File: config.mk
export PLATFORM = sky130hd
export DESIGN_NAME = ecvs_top
export DESIGN_NICKNAME = d
export VERILOG_FILES = /design/src/core/ecvs_pkg.sv /design/src/core/ecvs_tx_if.sv /design/src/core/ecvs_sync.sv /design/src/core/ecvs_tx.sv /design/src/core/ecvs_top.sv
export SDC_FILE = /design/constraint.sdc
export NUM_CORES = 1
export LEC_CHECK = 0
export BUFFER_PORTS_ARGS = -buffer_cell sky130_fd_sc_hd__clkbuf_2
export CORE_ASPECT_RATIO = 0.75
export CORE_MARGIN = 5
export CORE_UTILIZATION = 55
export CTS_CLUSTER_DIAMETER = 150
export CTS_CLUSTER_SIZE = 20
export DETAILED_ROUTE_END_ITERATION = 10
export GPL_TIMING_DRIVEN = 0
export PLACE_DENSITY = 0.86
export SLEW_MARGIN = 20
export SYNTH_ARGS = -nofsm -noshare
export SYNTH_HDL_FRONTEND = slang
export SYNTH_SLANG_ARGS = --single-unit
File: constraint.sdc
create_clock -name clk_sys -period 12.67 [get_ports clk_sys]
set_clock_uncertainty 0.05 [all_clocks]
set_input_delay 2.534 -clock clk_sys [delete_from_list [all_inputs] [get_ports clk_sys]]
set_output_delay 2.534 -clock clk_sys [all_outputs]
set_load 0.03 [all_outputs]
File: src/core/ecvs_pkg.sv
// shared constants and types of the embedded-clock video link
package ecvs_pkg;
  localparam int CLK_NS       = 25;
  localparam int CLK_MHZ      = 40;
  localparam int PIX_W        = 18;
  localparam int CTL_W        = 3;
  localparam int TYP_W        = 2;
  localparam int PAY_W        = TYP_W + PIX_W;
  localparam int FRAME_LEN    = PAY_W + 2;
  localparam logic [TYP_W-1:0] TYP_PIX  = 2'h2;
  localparam logic [TYP_W-1:0] TYP_CTL  = 2'h1;
  localparam logic [TYP_W-1:0] TYP_TRN  = 2'h0;
  localparam logic [PIX_W-1:0] TRN_DATA = 18'h2AAAA;
  // slowest pixel period sets the longest legal gap between frames
  localparam int T_PIX_MAX_NS = 200;
  localparam int GAP_CYC      = T_PIX_MAX_NS / CLK_NS;
  localparam int INT_MAX      = FRAME_LEN + GAP_CYC;
  localparam int T_STOP_NS    = 7;
  localparam int STOP_CYC     = (T_STOP_NS / CLK_NS < 1) ? 1 : T_STOP_NS / CLK_NS;
  localparam int T_LOCK_MS    = 10;
  localparam int LOCK_CYC     = T_LOCK_MS * 1000 * CLK_MHZ;
  localparam int TRAIN_TAIL   = 1026;
  localparam int TAIL_W       = 11;
  localparam int LEAD_CYC     = 10;
  localparam int TAIL_CYC     = 3;
  localparam int OUT_DLY      = 2;
  localparam int LOCK_FRAMES  = 4;
  localparam int CNT_W        = 6;
  localparam int EV_W         = 4;
  localparam logic [3:0] REG_CTRL = 4'h0;
  localparam logic [3:0] REG_STAT = 4'h4;
  localparam logic [3:0] REG_RATE = 4'h8;
  localparam int CB_TX_EDGE   = 0;
  localparam int CB_RX_EDGE   = 1;
  localparam int CB_TRAIN     = 2;
  localparam logic [2:0] CTRL_RST = 3'h1;
  typedef enum logic [4:0] {
    ST_OFF  = 5'h01,
    ST_HUNT = 5'h02,
    ST_LEAD = 5'h04,
    ST_LOCK = 5'h08,
    ST_TAIL = 5'h10
  } ecvs_rx_st_t;
endpackage

File: src/core/ecvs_tx_if.sv
// signals between the core and the serializer
`timescale 1ns/1ps
interface ecvs_tx_if;
  import ecvs_pkg::*;
  logic             pclk_rise;
  logic             pclk_fall;
  logic             edge_rising;
  logic [PIX_W-1:0] pixel_bits;
  logic [CTL_W-1:0] control_bits;
  logic             pixel_valid;
  logic             train;
  logic             sleep_n;
  logic             serial_out;
  logic             serial_oe_n;
  logic             training;
  modport tx (input pclk_rise, pclk_fall, edge_rising, pixel_bits, control_bits,
              pixel_valid, train, sleep_n, output serial_out, serial_oe_n, training);
  modport core (output pclk_rise, pclk_fall, edge_rising, pixel_bits, control_bits,
                pixel_valid, train, sleep_n, input serial_out, serial_oe_n, training);
endinterface

File: src/core/ecvs_sync.sv
// two-flop synchroniser for pins from outside the clock domain
`timescale 1ns/1ps
module ecvs_sync #(
  parameter int W = 1
) (
  // clock and reset
  input  wire logic         clk_sys,
  input  wire logic         sys_rst,
  // level in and out
  input  wire logic [W-1:0] d,
  output logic      [W-1:0] q
);
  logic [W-1:0] meta_r;
  always_ff @(posedge clk_sys or posedge sys_rst) begin
    if (sys_rst) begin
      meta_r <= '0;
      q      <= '0;
    end else begin
      meta_r <= d;
      q      <= meta_r;
    end
  end
endmodule

File: src/core/ecvs_tx.sv
// serializer: captures words on the pixel clock and sends framed bits
`timescale 1ns/1ps
module ecvs_tx (
  // clock and reset
  input  wire logic clk_sys,
  input  wire logic sys_rst,
  // core side
  ecvs_tx_if.tx     t
);
  import ecvs_pkg::*;
  logic [PAY_W-1:0]     word_r;
  logic [PAY_W-1:0]     word_nxt;
  logic                 pend_r;
  logic                 busy_r;
  logic                 oe_n_r;
  logic [FRAME_LEN-1:0] sh_r;
  logic [4:0]           bit_r;
  logic [TAIL_W-1:0]    tail_r;
  logic                 cap;
  logic                 load;

  assign cap           = t.edge_rising ? t.pclk_rise : t.pclk_fall;
  assign t.training    = t.sleep_n & (t.train | (tail_r != '0));
  assign load          = !busy_r && (pend_r || t.training);
  assign t.serial_out  = sh_r[FRAME_LEN-1];
  assign t.serial_oe_n = oe_n_r;

  always_comb begin
    if (t.pixel_valid) begin
      word_nxt = {TYP_PIX, t.pixel_bits};
    end else begin
      word_nxt = {TYP_CTL, {(PIX_W-CTL_W){1'b0}}, t.control_bits};
    end
  end

  // training continues for a fixed number of pixel clocks after release
  always_ff @(posedge clk_sys or posedge sys_rst) begin
    if (sys_rst) begin
      tail_r <= '0;
    end else if (!t.sleep_n) begin
      tail_r <= '0;
    end else if (t.train) begin
      tail_r <= TAIL_W'(TRAIN_TAIL);
    end else if (cap && tail_r != '0) begin
      tail_r <= tail_r - 1'b1;
    end
  end

  // capture holding word; a new capture wins over the load
  always_ff @(posedge clk_sys or posedge sys_rst) begin
    if (sys_rst) begin
      word_r <= '0;
      pend_r <= 1'b0;
    end else if (!t.sleep_n) begin
      pend_r <= 1'b0;
    end else if (cap) begin
      word_r <= word_nxt;
      pend_r <= 1'b1;
    end else if (load) begin
      pend_r <= 1'b0;
    end
  end

  always_ff @(posedge clk_sys or posedge sys_rst) begin
    if (sys_rst) begin
      oe_n_r <= 1'b1;
      busy_r <= 1'b0;
      bit_r  <= '0;
      sh_r   <= '1;
    end else if (!t.sleep_n) begin
      oe_n_r <= 1'b1;
      busy_r <= 1'b0;
      bit_r  <= '0;
      sh_r   <= '1;
    end else begin
      oe_n_r <= 1'b0;
      if (load) begin
        busy_r <= 1'b1;
        bit_r  <= '0;
        sh_r   <= t.training ? {1'b0, TYP_TRN, TRN_DATA, 1'b1} : {1'b0, word_r, 1'b1};
      end else if (busy_r) begin
        sh_r  <= {sh_r[FRAME_LEN-2:0], 1'b1};
        bit_r <= bit_r + 1'b1;
        if (bit_r == 5'(FRAME_LEN - 1)) begin
          busy_r <= 1'b0;
        end
      end
    end
  end
endmodule

File: src/core/ecvs_top.sv
// embedded-clock video link: serializer, clock-recovering receiver, registers
//
// The placing of the registers and register access over Avalon-MM are this design's own decisions.
`timescale 1ns/1ps
// Functional notes
// - receiver locks to 5-40 MHz without reference
// - outputs valid two recovered clocks after lock
// - recovered clock runs ten cycles before lock
// - recovered clock runs three cycles after unlock
// - lock achieved within ten milliseconds
// - data stop drives lock indicator to unlocked
// - valid high sends pixels, low sends controls
// - receiver outputs pixel or control by type
// - normal and handshake training modes exist
// - unlocked indicator drives transmitter training input
// - handshake mode follows from the wiring alone
// - transmitter sleep releases both serial legs
// - edge select picks capture edge
// - training input high sends training pattern
// - receiver sleep: data outputs low, indicator high, recovered clock held at the receive edge-select level
// - training continues 1026 clocks after release
module ecvs_top #(
  parameter int LOCK_LIMIT = ecvs_pkg::LOCK_CYC
) (
  // clock and reset
  input  wire logic                      clk_sys,
  input  wire logic                      sys_rst,
  // register bus
  input  wire logic [3:0]                avs_address,
  input  wire logic                      avs_read,
  input  wire logic                      avs_write,
  input  wire logic [31:0]               avs_writedata,
  input  wire logic [3:0]                avs_byteenable,
  output logic      [31:0]               avs_readdata,
  output logic                           avs_waitrequest,
  // transmitter pins
  input  wire logic                      tx_pixel_clk,
  input  wire logic [ecvs_pkg::PIX_W-1:0] tx_pixel_bits,
  input  wire logic [ecvs_pkg::CTL_W-1:0] tx_control_bits,
  input  wire logic                      tx_pixel_valid,
  input  wire logic                      tx_train,
  input  wire logic                      tx_sleep_n,
  output logic                           serial_out,
  output logic                           serial_out_oe_n,
  // receiver pins
  input  wire logic                      serial_in,
  input  wire logic                      rx_sleep_n,
  output logic      [ecvs_pkg::PIX_W-1:0] rx_pixel_bits,
  output logic      [ecvs_pkg::CTL_W-1:0] rx_control_bits,
  output logic                           rx_pixel_valid,
  output logic                           rx_unlocked,
  output logic                           recovered_clock
);
  import ecvs_pkg::*;
  localparam int HW = $clog2(LOCK_LIMIT + 1);

  ecvs_tx_if t ();
  logic [PIX_W+CTL_W+3:0] tx_s;
  logic [1:0]             rx_s;
  logic                   pck_d_r;
  logic [2:0]             ctrl_r;
  logic                   ack_r;
  ecvs_rx_st_t            st_r;
  logic                   si_s;
  logic                   rx_sleep_s;
  logic                   rbusy_r;
  logic [4:0]             rcnt_r;
  logic [PAY_W-1:0]       rsh_r;
  logic [PAY_W-1:0]       pay_r;
  logic                   fr_ok_r;
  logic                   fr_bad_r;
  logic [CNT_W-1:0]       sil_r;
  logic [CNT_W-1:0]       per_r;
  logic [EV_W-1:0]        good_r;
  logic [HW-1:0]          hunt_r;
  logic [EV_W-1:0]        ev_r;
  logic [CNT_W-1:0]       div_r;
  logic                   start;
  logic                   stopped;
  logic                   rate_ok;
  logic                   run;
  logic                   rc_rise;
  logic                   rc_fall;
  logic                   out_ev;
  logic                   req;

  ecvs_sync #(.W(PIX_W+CTL_W+4)) u_tx_sync (
    .clk_sys (clk_sys),
    .sys_rst (sys_rst),
    .d       ({tx_pixel_clk, tx_pixel_bits, tx_control_bits, tx_pixel_valid,
                tx_train, tx_sleep_n}),
    .q       (tx_s)
  );
  ecvs_sync #(.W(2)) u_rx_sync (
    .clk_sys (clk_sys),
    .sys_rst (sys_rst),
    .d       ({serial_in, rx_sleep_n}),
    .q       (rx_s)
  );
  assign si_s       = rx_s[1];
  assign rx_sleep_s = rx_s[0];

  // transmitter hookup; the training input is the handshake wire or software
  always_ff @(posedge clk_sys or posedge sys_rst) begin
    if (sys_rst) begin
      pck_d_r <= 1'b0;
    end else begin
      pck_d_r <= tx_s[PIX_W+CTL_W+3];
    end
  end
  assign t.pclk_rise    = tx_s[PIX_W+CTL_W+3] & ~pck_d_r;
  assign t.pclk_fall    = ~tx_s[PIX_W+CTL_W+3] & pck_d_r;
  assign t.pixel_bits   = tx_s[PIX_W+CTL_W+2 -: PIX_W];
  assign t.control_bits = tx_s[CTL_W+2 -: CTL_W];
  assign t.pixel_valid  = tx_s[2];
  assign t.train        = tx_s[1] | ctrl_r[CB_TRAIN];
  assign t.sleep_n      = tx_s[0];
  assign t.edge_rising  = ctrl_r[CB_TX_EDGE];
  assign serial_out      = t.serial_out;
  assign serial_out_oe_n = t.serial_oe_n;
  ecvs_tx u_tx (
    .clk_sys (clk_sys),
    .sys_rst (sys_rst),
    .t       (t.tx)
  );

  // register slave: one wait cycle per access
  assign req             = avs_read | avs_write;
  assign avs_waitrequest = req & ~ack_r;
  always_ff @(posedge clk_sys or posedge sys_rst) begin
    if (sys_rst) begin
      ack_r        <= 1'b0;
      ctrl_r       <= CTRL_RST;
      avs_readdata <= '0;
    end else begin
      ack_r <= req & ~ack_r;
      if (avs_write && ack_r && avs_address == REG_CTRL && avs_byteenable[0]) begin
        ctrl_r <= avs_writedata[2:0];
      end
      if (avs_read && !ack_r) begin
        case (avs_address)
          REG_CTRL: avs_readdata <= {29'h0, ctrl_r};
          REG_STAT: avs_readdata <= {25'h0, st_r, t.training, rx_unlocked};
          REG_RATE: avs_readdata <= {26'h0, per_r};
          default:  avs_readdata <= '0;
        endcase
      end
    end
  end

  // frame receiver: start bit, type, payload, stop bit
  assign start = !rbusy_r && !si_s && rx_sleep_s;
  always_ff @(posedge clk_sys or posedge sys_rst) begin
    if (sys_rst) begin
      rbusy_r  <= 1'b0;
      rcnt_r   <= '0;
      rsh_r    <= '0;
      pay_r    <= '0;
      fr_ok_r  <= 1'b0;
      fr_bad_r <= 1'b0;
    end else begin
      fr_ok_r  <= 1'b0;
      fr_bad_r <= 1'b0;
      if (!rx_sleep_s) begin
        rbusy_r <= 1'b0;
      end else if (start) begin
        rbusy_r <= 1'b1;
        rcnt_r  <= '0;
      end else if (rbusy_r) begin
        if (rcnt_r == 5'(PAY_W)) begin
          rbusy_r <= 1'b0;
          if (si_s && rsh_r[PAY_W-1 -: TYP_W] != '1) begin
            fr_ok_r <= 1'b1;
            pay_r   <= rsh_r;
          end else begin
            fr_bad_r <= 1'b1;
          end
        end else begin
          rsh_r  <= {rsh_r[PAY_W-2:0], si_s};
          rcnt_r <= rcnt_r + 1'b1;
        end
      end
    end
  end

  // rate detection from start-to-start spacing, silence detection
  assign rate_ok = sil_r >= CNT_W'(FRAME_LEN) && sil_r <= CNT_W'(INT_MAX);
  assign stopped = sil_r == CNT_W'(INT_MAX + STOP_CYC);
  always_ff @(posedge clk_sys or posedge sys_rst) begin
    if (sys_rst) begin
      sil_r  <= CNT_W'(INT_MAX + STOP_CYC);
      per_r  <= CNT_W'(FRAME_LEN);
      good_r <= '0;
      hunt_r <= '0;
    end else begin
      hunt_r <= (st_r == ST_HUNT) ? hunt_r + 1'b1 : '0;
      if (start) begin
        sil_r <= CNT_W'(1);
      end else if (!stopped) begin
        sil_r <= sil_r + 1'b1;
      end
      if (start && rate_ok) begin
        per_r <= sil_r;
      end
      if (st_r == ST_HUNT && hunt_r == HW'(LOCK_LIMIT - 1)) begin
        good_r <= '0;
        hunt_r <= '0;
      end else if ((start && !rate_ok) || fr_bad_r || stopped) begin
        good_r <= '0;
      end else if (fr_ok_r && good_r != EV_W'(LOCK_FRAMES)) begin
        good_r <= good_r + 1'b1;
      end
    end
  end

  // lock sequencing
  assign run = st_r == ST_LEAD || st_r == ST_LOCK || st_r == ST_TAIL;
  always_ff @(posedge clk_sys or posedge sys_rst) begin
    if (sys_rst) begin
      st_r <= ST_OFF;
      ev_r <= '0;
    end else if (!rx_sleep_s) begin
      st_r <= ST_OFF;
      ev_r <= '0;
    end else begin
      if (rc_rise && ev_r != '1) begin
        ev_r <= ev_r + 1'b1;
      end
      case (st_r)
        ST_OFF: begin
          st_r <= ST_HUNT;
        end
        ST_HUNT: begin
          ev_r <= '0;
          if (good_r == EV_W'(LOCK_FRAMES)) begin
            st_r <= ST_LEAD;
          end
        end
        ST_LEAD: begin
          if (stopped || fr_bad_r || good_r != EV_W'(LOCK_FRAMES)) begin
            st_r <= ST_HUNT;
          end else if (ev_r == EV_W'(LEAD_CYC)) begin
            st_r <= ST_LOCK;
            ev_r <= '0;
          end
        end
        ST_LOCK: begin
          if (stopped || fr_bad_r) begin
            st_r <= ST_TAIL;
            ev_r <= '0;
          end
        end
        ST_TAIL: begin
          if (rc_rise && ev_r == EV_W'(TAIL_CYC)) begin
            st_r <= ST_HUNT;
          end
        end
        default: begin
          st_r <= ST_OFF;
        end
      endcase
    end
  end
  assign rx_unlocked = st_r != ST_LOCK;

  // recovered clock: period follows measured frame spacing
  assign rc_rise = run && div_r == per_r - 1'b1;
  assign rc_fall = run && div_r == (per_r >> 1) - 1'b1;
  assign out_ev  = ctrl_r[CB_RX_EDGE] ? rc_fall : rc_rise;
  always_ff @(posedge clk_sys or posedge sys_rst) begin
    if (sys_rst) begin
      div_r           <= '0;
      recovered_clock <= 1'b0;
    end else begin
      if (!run || rc_rise) begin
        div_r <= '0;
      end else begin
        div_r <= div_r + 1'b1;
      end
      if (st_r == ST_OFF) begin
        recovered_clock <= ctrl_r[CB_RX_EDGE];
      end else if (run) begin
        recovered_clock <= rc_rise || (div_r < (per_r >> 1) - 1'b1 && !rc_fall);
      end else begin
        recovered_clock <= 1'b0;
      end
    end
  end

  // parallel outputs, zero whenever not locked
  always_ff @(posedge clk_sys or posedge sys_rst) begin
    if (sys_rst) begin
      rx_pixel_bits   <= '0;
      rx_control_bits <= '0;
      rx_pixel_valid  <= 1'b0;
    end else if (st_r != ST_LOCK) begin
      rx_pixel_bits   <= '0;
      rx_control_bits <= '0;
      rx_pixel_valid  <= 1'b0;
    end else if (out_ev && ev_r >= EV_W'(OUT_DLY)) begin
      if (pay_r[PAY_W-1 -: TYP_W] == TYP_PIX) begin
        rx_pixel_bits   <= pay_r[PIX_W-1:0];
        rx_control_bits <= '0;
        rx_pixel_valid  <= 1'b1;
      end else if (pay_r[PAY_W-1 -: TYP_W] == TYP_CTL) begin
        rx_pixel_bits   <= '0;
        rx_control_bits <= pay_r[CTL_W-1:0];
        rx_pixel_valid  <= 1'b0;
      end
    end
  end
endmodule

=== After elaboration in Yosys (flattened, before gate mapping) ===
Cells that the tools add are included.

* Register bits: 273
* Input bits: 71
* Output and inout bits: 59
* Logic and storage cells: 211

* Add/subtract/negate cells: 10
* Magnitude comparators: 4
* Equality and inequality tests: 31
* Multiplexer cells: 74
* Bitwise gates (word level): 12
* Reductions and logical operators: 48

{| class="wikitable"
|+ Operator list
! operator !! count
|-
| 2-to-1 mux 18 bit || 4
|-
| 2-to-1 mux 22 bit || 3
|-
| 2-to-1 mux 5 bit || 12
|-
| 2-to-1 mux 19 bit || 2
|-
| 2-to-1 mux 11 bit || 3
|-
| 2-to-1 mux 4 bit || 8
|-
| 2-to-1 mux 1 bit || 30
|-
| case mux 5 bit (5 select lines) || 1
|-
| 2-to-1 mux 21 bit || 1
|-
| case mux 7 bit (3 select lines) || 1
|-
| logical AND 1 bit || 20
|-
| 2-to-1 mux 20 bit || 1
|-
| adder 19 x 1 -> 19 bit (second input constant) || 1
|-
| equality test 19 bit (second input constant) || 1
|-
| 2-to-1 mux 6 bit || 3
|-
| equality test 5 bit (second input constant) || 3
|-
| adder 6 x 1 -> 6 bit (second input constant) || 2
|-
| equality test 6 bit || 2
|-
| 2-to-1 mux 3 bit || 4
|-
| case mux 4 bit (3 select lines) || 1
|-
| nonzero test 11 bit || 1
|-
| subtractor 11 x 1 -> 11 bit (second input constant) || 1
|-
| adder 5 x 1 -> 5 bit (second input constant) || 2
|-
| logical OR 1 bit || 9
|-
| 34 further kinds || 63
|}

=== Longest topological paths before layout ===
Gate-level depths: netlist (run 1).

* Word-level depth: 10
* Depth in mapped cells: 11
* Gate-level depth less buffers: 10

=== Cells and area by module ===
From an unflattened synthesis (run 1), not the netlist that was laid out.

* Cell total of the unflattened synthesis: 955
* Area total of the unflattened synthesis: 10872.9 um2

{| class="wikitable"
|+ By module, submodules not included
! module !! instances !! cells each !! area an instance (um2) !! seq. area each (um2)
|-
| ecvs_top || 1 || 599 || 6500.0 || 3340.7
|-
| ecvs_tx || 1 || 300 || 3014.1 || 1529.0
|-
| ecvs_sync (u_tx_sync) || 1 || 51 || 1255.0 || 1251.2
|-
| ecvs_sync (u_rx_sync) || 1 || 5 || 103.8 || 100.1
|}

=== Worst setup path before layout (run 1) ===
Ideal clock, no wire load.

* Kind: input -> output
* From: in avs_write
* To: out avs_waitrequest
* Arrival time: 2.986 ns
* Data required time: 10.086 ns
* Slack: 7.100 ns
* Stages on the path: 2
* Buffers on the path: 0
* Cells stage by stage: nor2_1 -> nor2_1

* Cells in the longest elaborated chain, start to end: 2

{| class="wikitable"
|+ RTL lines
! what !! RTL line !! text
|-
| start: declaration || ecvs_top.sv:31 || <nowiki>input wire logic avs_write,</nowiki>
|-
| bitwise OR 1 bit || ecvs_top.sv:128 || <nowiki>assign req = avs_read | avs_write;</nowiki>
|-
| bitwise AND 1 bit || ecvs_top.sv:129 || <nowiki>assign avs_waitrequest = req & ~ack_r;</nowiki>
|-
| end: declaration || ecvs_top.sv:35 || <nowiki>output logic avs_waitrequest,</nowiki>
|}

No other way between the ends.

=== Final worst setup path (run 1) ===
Ends and elaborated chain as after synthesis.

==> out/metrics.cfg, run 1 <==
[outcome]
status=finished, final reports clean

[place]
dp.cells=1283
post-dp-hpwl_um=14800
dpl_worst_slack_ps=7060
place_area_um2=11400
place_congestion=0.855
io_buffer_count=72

[setup_path]
path_delay_family=buffers and inverters
start_kind=input port
crit_buf_inv=2
cp-end-kind=primary output
worst_path_max_delay_cell=clkbuf_2
max_stage_delay_ps=230
cp_cell_sequence=clkbuf_2 -> nor2_1 -> nor2_1 -> clkbuf_2
cp.arrival_ps=3020
path_max_fanout=2
crit_type=input port to primary output
crit_required_ps=10090

[clock_tree]
cts_buffers=16
clk_pin_slew_worst_paths_ps=80
cts_setup_buffers=0
clkSinkCount=247
cts.path.max_buffers=3
hold_buffers=0
cts_tree=yes
h-tree-depth=1
cts-resized-gates=0
clock_latency_ps=480
cts-root-buf=clkbuf_16

[global_route]
grt.busiest_layer=met2
grtUsageMet2_pct=30.4
grtUsageMet1_pct=28.2
overflow=0
track_usage_pct=19.2
grt_max_degree=113
antenna_found_initial=0
grt_pass1_vias=7352
grt_pass1_wl_um=35500
grt_util_met3_pct=3.33

[timing]
hold_violations=0
min_period_ps=5600
setup_ws_ps=7070
finalSetupTns_ps=0
rsz0062_at_grt=false
fmax_ghz=0.178
worst_pin_slew_ps=1040
slew_viol_final=0
slew_headroom_pct=30.0
hold_slack_ps=298
setup_viol=0
finalCritPeriodShare_pct=44.2

[logic_synthesis]
synth_ff_type=dfrtp_1
synth_top_area_share_pct=50.9
seq_area_frac_synth_pct=58.9
netlist_top_cells_area=dfrtp_1, dfstp_2, mux2_2
ys_ff_latch=247
synth_top_cell_by_area=dfrtp_1
synthCells=938
ys_async_sr_fraction_pct=100
ys_warn_count=0
synth-edff-count=0
syn_area_um2=10600
synth_area_per_cell_um2=11.3
ys_types=64

[detailed_routing]
drc_errors=0
first_pass_iters=5
drt-initial-drc-count=559
wl_um=21000
num_vias=7319
wire_per_inst_um=16.0
ant_nets=0
vias_per_cell=5.58

[die]
core.rowCount=43
core_area_um2=18700
die_area_um2=22100
fp.dieH_um=130
die_w_um=170
num_io_pins=130
initial_core_util_pct=56.6

[cells_and_area]
final_core_util_pct=63.5
diodes=0
finish.instance_area_um2=11900
area_growth_pct=12.3
fin_nets=1147
drive_above_1_share_pct=19.7
stdcell_count=1311

[pwr]
vdd_drop_max_uv=101
p_int_mw=1.24
power_leakage_nw=5.49
clkPwrFrac_pct=29.7
power_switching_mw=0.479
switching_share_pct=27.9
seq_power_share_pct=54.0
finalPower_mw=1.72
power_density_nw_per_um2=145
pwr-share-comb_pct=16.2

[worst_hold_path]
hp-class=flip-flop to flip-flop

[flow_run]
cap_viol_max_count=0

-- registers in the layout, indices dropped and copies added, names as in the netlist, 3 cells and up --
name              cells
sil_r                 6
avs_readdata          7
ctrl_r                3
ev_r                  4
u_tx_sync.meta_r     25
rx_control_bits       3
rcnt_r                5
div_r                 6
u_tx.word_r          20
rsh_r                20
rx_pixel_bits        18
u_tx.bit_r            5
st_r                  5
u_tx.tail_r          11
u_tx.sh_r            21
u_tx_sync.q          25
good_r                4
pay_r                20
hunt_r               19
per_r                 6
-- Yosys cell counts (11+ instances only) --
master    number
clkbuf_1      27
nor2_1        79
and3_1        11
nand3_1       24
o21ai_1       11
buf_4         25
nand2_1      102
nor2b_1       36
xor2_1        26
dfrtp_1      215
dfstp_2       32
mux2_2        46
o21ai_0       59
a21oi_1       21
xnor2_1       23
nor3_1        11
inv_1         21
ha_1          22
a22o_1        20
-- routing by layer --
metal  vias up  routed length [um]
met5         -                   0
met4         0                 352
met3        43                1510
met2       266                9650
met1      3572                9450
li1       3438                   -
-- power by group through the flow --
stage / sequential (mW) / clock, mW / combinational (mW)
after floorplan: 0.925 / 0 / 0.213
after global placement: 0.937 / 0 / 0.259
after detailed placement: 0.942 / 0 / 0.275
after CTS: 0.928 / 0.522 / 0.280
after global routing: 0.938 / 0.553 / 0.315
final: 0.929 / 0.511 / 0.279
-- kinds of logic (layout without fill, tap and decap cells) --
family,count (synthesis),in the layout,share of synthesized area [%]
AO/OA/AOI/OAI,168,168,10.3
multiplexers,53,53,5.57
AND/OR/NAND/NOR,318,318,14.7
flip-flops,247,247,58.9
XOR/XNOR,49,49,4.06
adder cells (fa/ha/maj),22,22,2.61
other,1,25,0.0355
buffers and inverters,80,182,3.85
-- worst register-to-register path: stages (launching register included) --
cell and delay, ps:
dfstp_2 570, inv_1 100, ha_1 250, a21boi_1 170, and3_1 200, o2111ai_1 480, o31ai_2 210, a31oi_1 660
clkbuf_1 480, a22o_1 230
-- cells in the final DEF (no fill, tap or decap), types with 23 or more instances in the layout --
master / n
xnor2_1: 23
conb_1: 25
dfrtp_1: 215
dfstp_2: 32
o21ai_0: 59
buf_4: 25
nand3_1: 24
mux2_2: 46
nor2b_1: 36
clkbuf_2: 72
nor2_1: 79
clkbuf_1: 37
nand2_1: 102
xor2_1: 26
-- path summary, 6_finish.rpt --
path                            cells past startpoint            startpoint          endpoint  slack [ps]
worst max-delay path                                4             avs_write   avs_waitrequest        7070
worst min-delay path                                0  u_tx_sync.meta_r[19]   u_tx_sync.q[19]         300
max in group asynchronous                           3               sys_rst         rsh_r[13]        9690
worst min register to register                      0  u_tx_sync.meta_r[19]   u_tx_sync.q[19]         300
min in group asynchronous                           2               sys_rst   u_tx_sync.q[13]        2010
worst max register to register                      9              per_r[1]  rx_pixel_bits[2]        9210
-- cell type report --
| type | count | area (um2) |
|---|---|---|
| well taps | 247 | 309 |
| plain buffers | 58 | 324 |
| repair buffers | 74 | 415 |
| inverters | 22 | 90.1 |
| multi-input cells | 635 | 4030 |
| clock buffers | 27 | 463 |
| fillers | 1416 | 6810 |
| flip-flops and latches | 247 | 6220 |
| clock inverters | 1 | 16.3 |
Note: power is estimated with default switching activity, not from simulation.
==> run 2: changes to the inputs <==
- CORE_UTILIZATION: 55 -> 52
- PLACE_DENSITY: 0.86 -> 0.85
- clock period: 12.67 -> 4.6 ns (I/O delays scaled with it)
==> out/metrics.cfg, run 2 (same netlist as run 1, synthesis figures left out) <==
[clock_tree]
clock_latency_ps=500  ; was 480 ps
cts.path.max_buffers=3  ; unchanged
cts-resized-gates=0  ; unchanged
clk_pin_slew_worst_paths_ps=80  ; about the same
h-tree-depth=1  ; unchanged
cts_tree=yes  ; unchanged
cts-root-buf=clkbuf_16  ; unchanged
hold_buffers=0  ; unchanged
cts_buffers=16  ; unchanged
cts_setup_buffers=0  ; unchanged
clkSinkCount=247  ; unchanged

[cells_and_area]
fin_nets=1152  ; was 1147
multi_input_area_um2=4030  ; unchanged
mostFrequentLayoutCell=dfrtp_1  ; unchanged
regArea_um2=6220  ; unchanged
largestRegisters=u_tx_sync.meta_r: 25 flops, u_tx_sync.q: 25 flops, u_tx.sh_r: 21 flops  ; unchanged
drive_above_1_share_pct=20.1  ; was 19.7%
diodes=0  ; unchanged
area_growth_pct=13.2  ; was 12.3%
final_core_util_pct=59.5  ; was 63.5%
stdcell_count=1327  ; was 1311
fillers=1559  ; was 1416
final_cell_mix=dfrtp_1, nand2_1, nor2_1, clkbuf_2, o21ai_0  ; unchanged

[timing]
min_period_ps=3520
worst_pin_slew_ps=1010  ; was 1040 ps
setup_viol=0  ; unchanged
fmax_ghz=0.284
finalCritPeriodShare_pct=76.4
hold_violations=0  ; unchanged
slew_viol_final=0  ; unchanged
rsz0062_at_grt=false  ; unchanged
slew_headroom_pct=31.9  ; was 30.0%

[die]
die_w_um=175  ; was 170 um
die_area_um2=23300  ; was 22100 um2
core.rowCount=45  ; was 43
initial_core_util_pct=52.5  ; was 56.6%
fp.dieH_um=133  ; was 130 um
core_area_um2=20100  ; was 18700 um2
num_io_pins=130  ; unchanged

[place]
place_congestion=0.850  ; was 0.855
post-dp-hpwl_um=15200  ; was 14800 um
dp.cells=1299  ; was 1283
io_buffer_count=72  ; unchanged

[setup_path]
ff2ff_path_depth=9  ; unchanged
cp-end-kind=flip-flop  ; was primary output
worstReg2RegStart=per_r[1]  ; unchanged
path_max_fanout=10  ; was 2
worst_path_max_delay_cell=a31oi_1  ; was clkbuf_2
crit_required_ps=4980  ; was 10090 ps
cp.arrival_ps=3900  ; was 3020 ps
cp-startpoint=per_r[1]  ; was avs_write
crit_type=flip-flop to flip-flop  ; was input port to primary output
max_stage_delay_ps=660  ; was 230 ps
start_kind=flip-flop  ; was input port
cp_cell_sequence=inv_1 -> ha_1 -> a21boi_1 -> and3_1 -> o2111ai_1 -> o31ai_2 -> a31oi_1 -> clkbuf_1 -> a22o_1  ; was clkbuf_2 -> nor2_1 -> nor2_1 -> clkbuf_2

[global_route]
grt_pass1_vias=7197  ; was 7352
antenna_found_initial=0  ; unchanged
overflow=0  ; unchanged
grt_max_degree=36  ; was 113
grt_pass1_wl_um=35900  ; was 35500 um
track_usage_pct=18.2  ; was 19.2%

[flow_run]
cap_viol_max_count=0  ; unchanged

[worst_hold_path]
holdPathStages=0  ; unchanged
hp-start=u_tx_sync.meta_r[9]  ; was u_tx_sync.meta_r[19]
hp-class=flip-flop to flip-flop  ; unchanged

[pwr]
power_switching_mw=1.32  ; was 0.479 mW
clkPwrFrac_pct=29.3  ; was 29.7%
power_density_nw_per_um2=394  ; was 145 nW/um2
seq_power_share_pct=54.3  ; was 54.0%
pwr-share-comb_pct=16.4  ; was 16.2%
power_leakage_nw=5.52  ; was 5.49 nW
vdd_drop_max_uv=198  ; was 101 uV
switching_share_pct=27.9  ; about the same
p_int_mw=3.39  ; was 1.24 mW

[detailed_routing]
wl_um=21300  ; was 21000 um
drt-initial-drc-count=467  ; was 559
first_pass_iters=5  ; unchanged
num_vias=7341  ; was 7319
wire_per_inst_um=16.0  ; about the same
ant_nets=0  ; unchanged
drc_errors=0  ; unchanged
vias_per_cell=5.53  ; was 5.58

[outcome]
status=finished, final reports clean  ; unchanged

run 2: changes by cell type in the layout (fill, tap and decap cells not counted):
cell        previous run  this run
buf_16                 2         1
clkinvlp_4             0         1
clkbuf_16             17        16
buf_12                 0         6
clkinv_8               1         2
inv_8                  1         0
run 2: through the flow:
| stage | TNS [ps] | setup slack (ps) | hold WS [ps] | total power, mW | area (um2) |
|---|---|---|---|---|---|
| 6_report | 0 | 1080 | 302 | 4.71 | 12000 |
| 5_1_grt | 0 | 847 | 307 | 4.95 | 12000 |
| 4_1_cts | 0 | 1080 | 303 | 4.74 | 12000 |
| 3_5_place_dp | 0 | 1190 | 285 | 3.36 | 11500 |
| 3_3_place_gp | -185860 | -888 | 284 | 3.29 | 11300 |
| 2_1_floorplan | 0 | 410 | 281 | 3.13 | 10700 |
run 2: per-layer routing:
metal	up-vias	track usage (%)	wire length, um
li1	3445	-	-
met1	3623	26.9	9670
met2	229	29.0	9950
met3	44	2.52	1180
met4	0	4.40	454
met5	-	0	0
run 2: path summary, 6_finish.rpt:
path / to / slack, ps
max reg2reg: rx_pixel_bits[6] / 1080
max: rx_pixel_bits[6] / 1080
max in group asynchronous: st_r[0] / 2860
min reg2reg: u_tx_sync.q[9] / 300
min in group asynchronous: u_rx_sync.meta_r[1] / 470
min: u_tx_sync.q[9] / 300
run 2: critical path: cells and delay by family, from the launching register on:
kind | cells | cell delay, ps
flops | 1 | 580
buf+inv | 2 | 590
compound gates | 5 | 1770
simple gates | 1 | 210
fa+ha+maj | 1 | 250
run 2: area by class of cell:
class                   count  share of cell area, %
clock buffers              26                   3.66
repair buffers             79                   4.25
multi-input cells         635                   33.7
clock inverters             2                  0.272
well taps                 258                   2.70
inverters                  22                  0.722
plain buffers              58                   2.71
flip-flops and latches    247                   52.0
run 2: power groups by stage:
stage	Clock (mW)	Sequential, mW	Combinational, mW
6_report	1.38	2.56	0.771
5_1_grt	1.49	2.58	0.875
4_1_cts	1.41	2.55	0.775
3_5_place_dp	0	2.59	0.769
3_3_place_gp	0	2.58	0.712
2_1_floorplan	0	2.55	0.587
==> run 3: changes to the inputs <==
- clock period: 4.6 -> 2.8 ns (I/O delays scaled with it)
==> out/metrics.cfg, run 3 (same netlist as run 1, synthesis figures left out) <==
[outcome]
status=finished, final reports clean  ; unchanged

[global_route]
grt_max_degree=36  ; unchanged
track_usage_pct=18.5  ; was 18.2%
antenna_found_initial=0  ; unchanged
overflow=0  ; unchanged
grt_pass1_wl_um=36300  ; was 35900 um
grt_pass1_vias=7257  ; was 7197

[timing]
worst_pin_slew_ps=742  ; was 1010 ps
hold_violations=0  ; unchanged
setup_viol=0  ; unchanged
hold_slack_ps=108  ; was 302 ps
slew_viol_final=0  ; unchanged
min_period_ps=2760  ; was 3520 ps
fmax_ghz=0.362  ; was 0.284 GHz
finalCritPeriodShare_pct=98.7  ; was 76.4%
slew_headroom_pct=50.4  ; was 31.9%
rsz0062_at_grt=true  ; was false
finalSetupTns_ps=0  ; unchanged
setup_ws_ps=35.2  ; was 1080 ps

[cells_and_area]
area_growth_pct=14.6  ; was 13.2%
fin_nets=1154  ; was 1152
mostFrequentLayoutCell=dfrtp_1  ; unchanged
largestRegisters=u_tx_sync.meta_r: 25 flops, u_tx_sync.q: 25 flops, u_tx.sh_r: 21 flops  ; unchanged
final_core_util_pct=60.2  ; was 59.5%
finish.instance_area_um2=12100  ; was 12000 um2
final_cell_mix=dfrtp_1, nand2_1, nor2_1, clkbuf_2, o21ai_0  ; unchanged
diodes=0  ; unchanged
stdcell_count=1329  ; was 1327
drive_above_1_share_pct=21.8  ; was 20.1%

[place]
place_congestion=0.850  ; unchanged
dpl_worst_slack_ps=-607  ; was 1190 ps
place_area_um2=11500  ; unchanged
post-dp-hpwl_um=15200  ; unchanged
io_buffer_count=72  ; unchanged
dp.cells=1299  ; unchanged

[pwr]
vdd_drop_max_uv=326  ; was 198 uV
power_density_nw_per_um2=650  ; was 394 nW/um2
finalPower_mw=7.87  ; was 4.71 mW
power_leakage_nw=5.57  ; was 5.52 nW

[detailed_routing]
ant_nets=0  ; unchanged
num_vias=7402  ; was 7341
wire_per_inst_um=16.3  ; was 16.0 um
drt-initial-drc-count=581  ; was 467
first_pass_iters=5  ; unchanged
wl_um=21700  ; was 21300 um
drc_errors=0  ; unchanged
vias_per_cell=5.57  ; was 5.53

[die]
fp.dieH_um=133  ; unchanged
num_io_pins=130  ; unchanged
die_w_um=175  ; unchanged
initial_core_util_pct=52.5  ; unchanged
core_area_um2=20100  ; unchanged
die_area_um2=23300  ; unchanged
core.rowCount=45  ; unchanged

[setup_path]
cp-end-kind=flip-flop  ; unchanged
crit_buf_inv=1  ; was 2
worst_path_max_delay_cell=or4_4  ; was a31oi_1
rrSetupSlack_ps=40  ; was 1080 ps
max_stage_delay_ps=540  ; was 660 ps
crit_cells=6  ; was 9
path_max_fanout=10  ; unchanged
ff2ff_path_depth=6  ; was 9
crit_type=flip-flop to flip-flop  ; unchanged
cp.arrival_ps=3120  ; was 3900 ps
crit_path_frequent_cell=or4_4
crit_required_ps=3150  ; was 4980 ps
endpoint=u_tx.sh_r[2]  ; was rx_pixel_bits[6]
path_delay_family=simple AND/OR/NAND/NOR gates  ; was compound AO/OA/AOI/OAI gates
start_kind=flip-flop  ; unchanged
reg2reg_to=u_tx.sh_r[2]  ; was rx_pixel_bits[6]
cp_cell_sequence=or4_4 -> or4_4 -> or3_4 -> buf_2 -> a2111oi_0 -> o21ai_0  ; was inv_1 -> ha_1 -> a21boi_1 -> and3_1 -> o2111ai_1 -> o31ai_2 -> a31oi_1 -> clkbuf_1 -> a22o_1
cp-startpoint=u_tx.tail_r[3]  ; was per_r[1]
worstReg2RegStart=u_tx.tail_r[3]  ; was per_r[1]

[clock_tree]
h-tree-depth=1  ; unchanged
cts_tree=yes  ; unchanged
clk_pin_slew_worst_paths_ps=80  ; about the same
clock_latency_ps=500  ; about the same
cts-root-buf=clkbuf_16  ; unchanged
cts.path.max_buffers=3  ; unchanged
cts_buffers=16  ; unchanged
hold_buffers=0  ; unchanged
clkSinkCount=247  ; unchanged

[flow_run]
cap_viol_max_count=0  ; unchanged

[worst_hold_path]
hp-class=input port to asynchronous set/reset pin  ; was flip-flop to flip-flop

-- run 3: cell types whose count changed in the layout (fill, tap and decap cells not counted), sizes merged --
cell / delta
buf: +3
clkbuf: -1
-- run 3: per-layer routing --
| layer | global-route usage, % | routed length (um) | share of wire, % |
|---|---|---|---|
| met4 | 4.62 | 467 | 2.2 |
| met5 | 0 | 0 | 0 |
| met1 | 27.2 | 9690 | 45 |
| met2 | 29.4 | 10300 | 47 |
| met3 | 2.52 | 1230 | 5.7 |
-- run 3: layout make-up --
type	instances	area, um2
plain buffers	57	337
clock buffers	26	438
clock inverters	2	32.5
fillers	1531	7990
inverters	22	86.3
multi-input cells	635	4140
flip-flops and latches	247	6220
well taps	258	323
repair buffers	82	531
-- run 3: worst min-delay path by stage --
stage,startpoint,end
final,sys_rst,u_rx_sync.meta_r[1]
after global routing,rx_sleep_n,u_rx_sync.meta_r[0]
after CTS,rx_sleep_n,u_rx_sync.meta_r[0]
after detailed placement,u_tx_sync.meta_r[0],u_tx_sync.q[0]
after global placement,u_tx_sync.meta_r[3],u_tx_sync.q[3]
after floorplan,u_rx_sync.meta_r[0],u_rx_sync.q[0]
-- run 3: power breakdown --
group	switching (mW)	internal, mW
logic	0.800	0.593
registers	0.279	3.93
clock network	1.17	1.10
total	2.25	5.62
-- run 3: timing repair --
action,CTS,global route
setup buffers,3,0
setup endpoints to repair,19,46
gates resized for setup,10,20
hold endpoints to repair,0,0
pin swaps,3,3
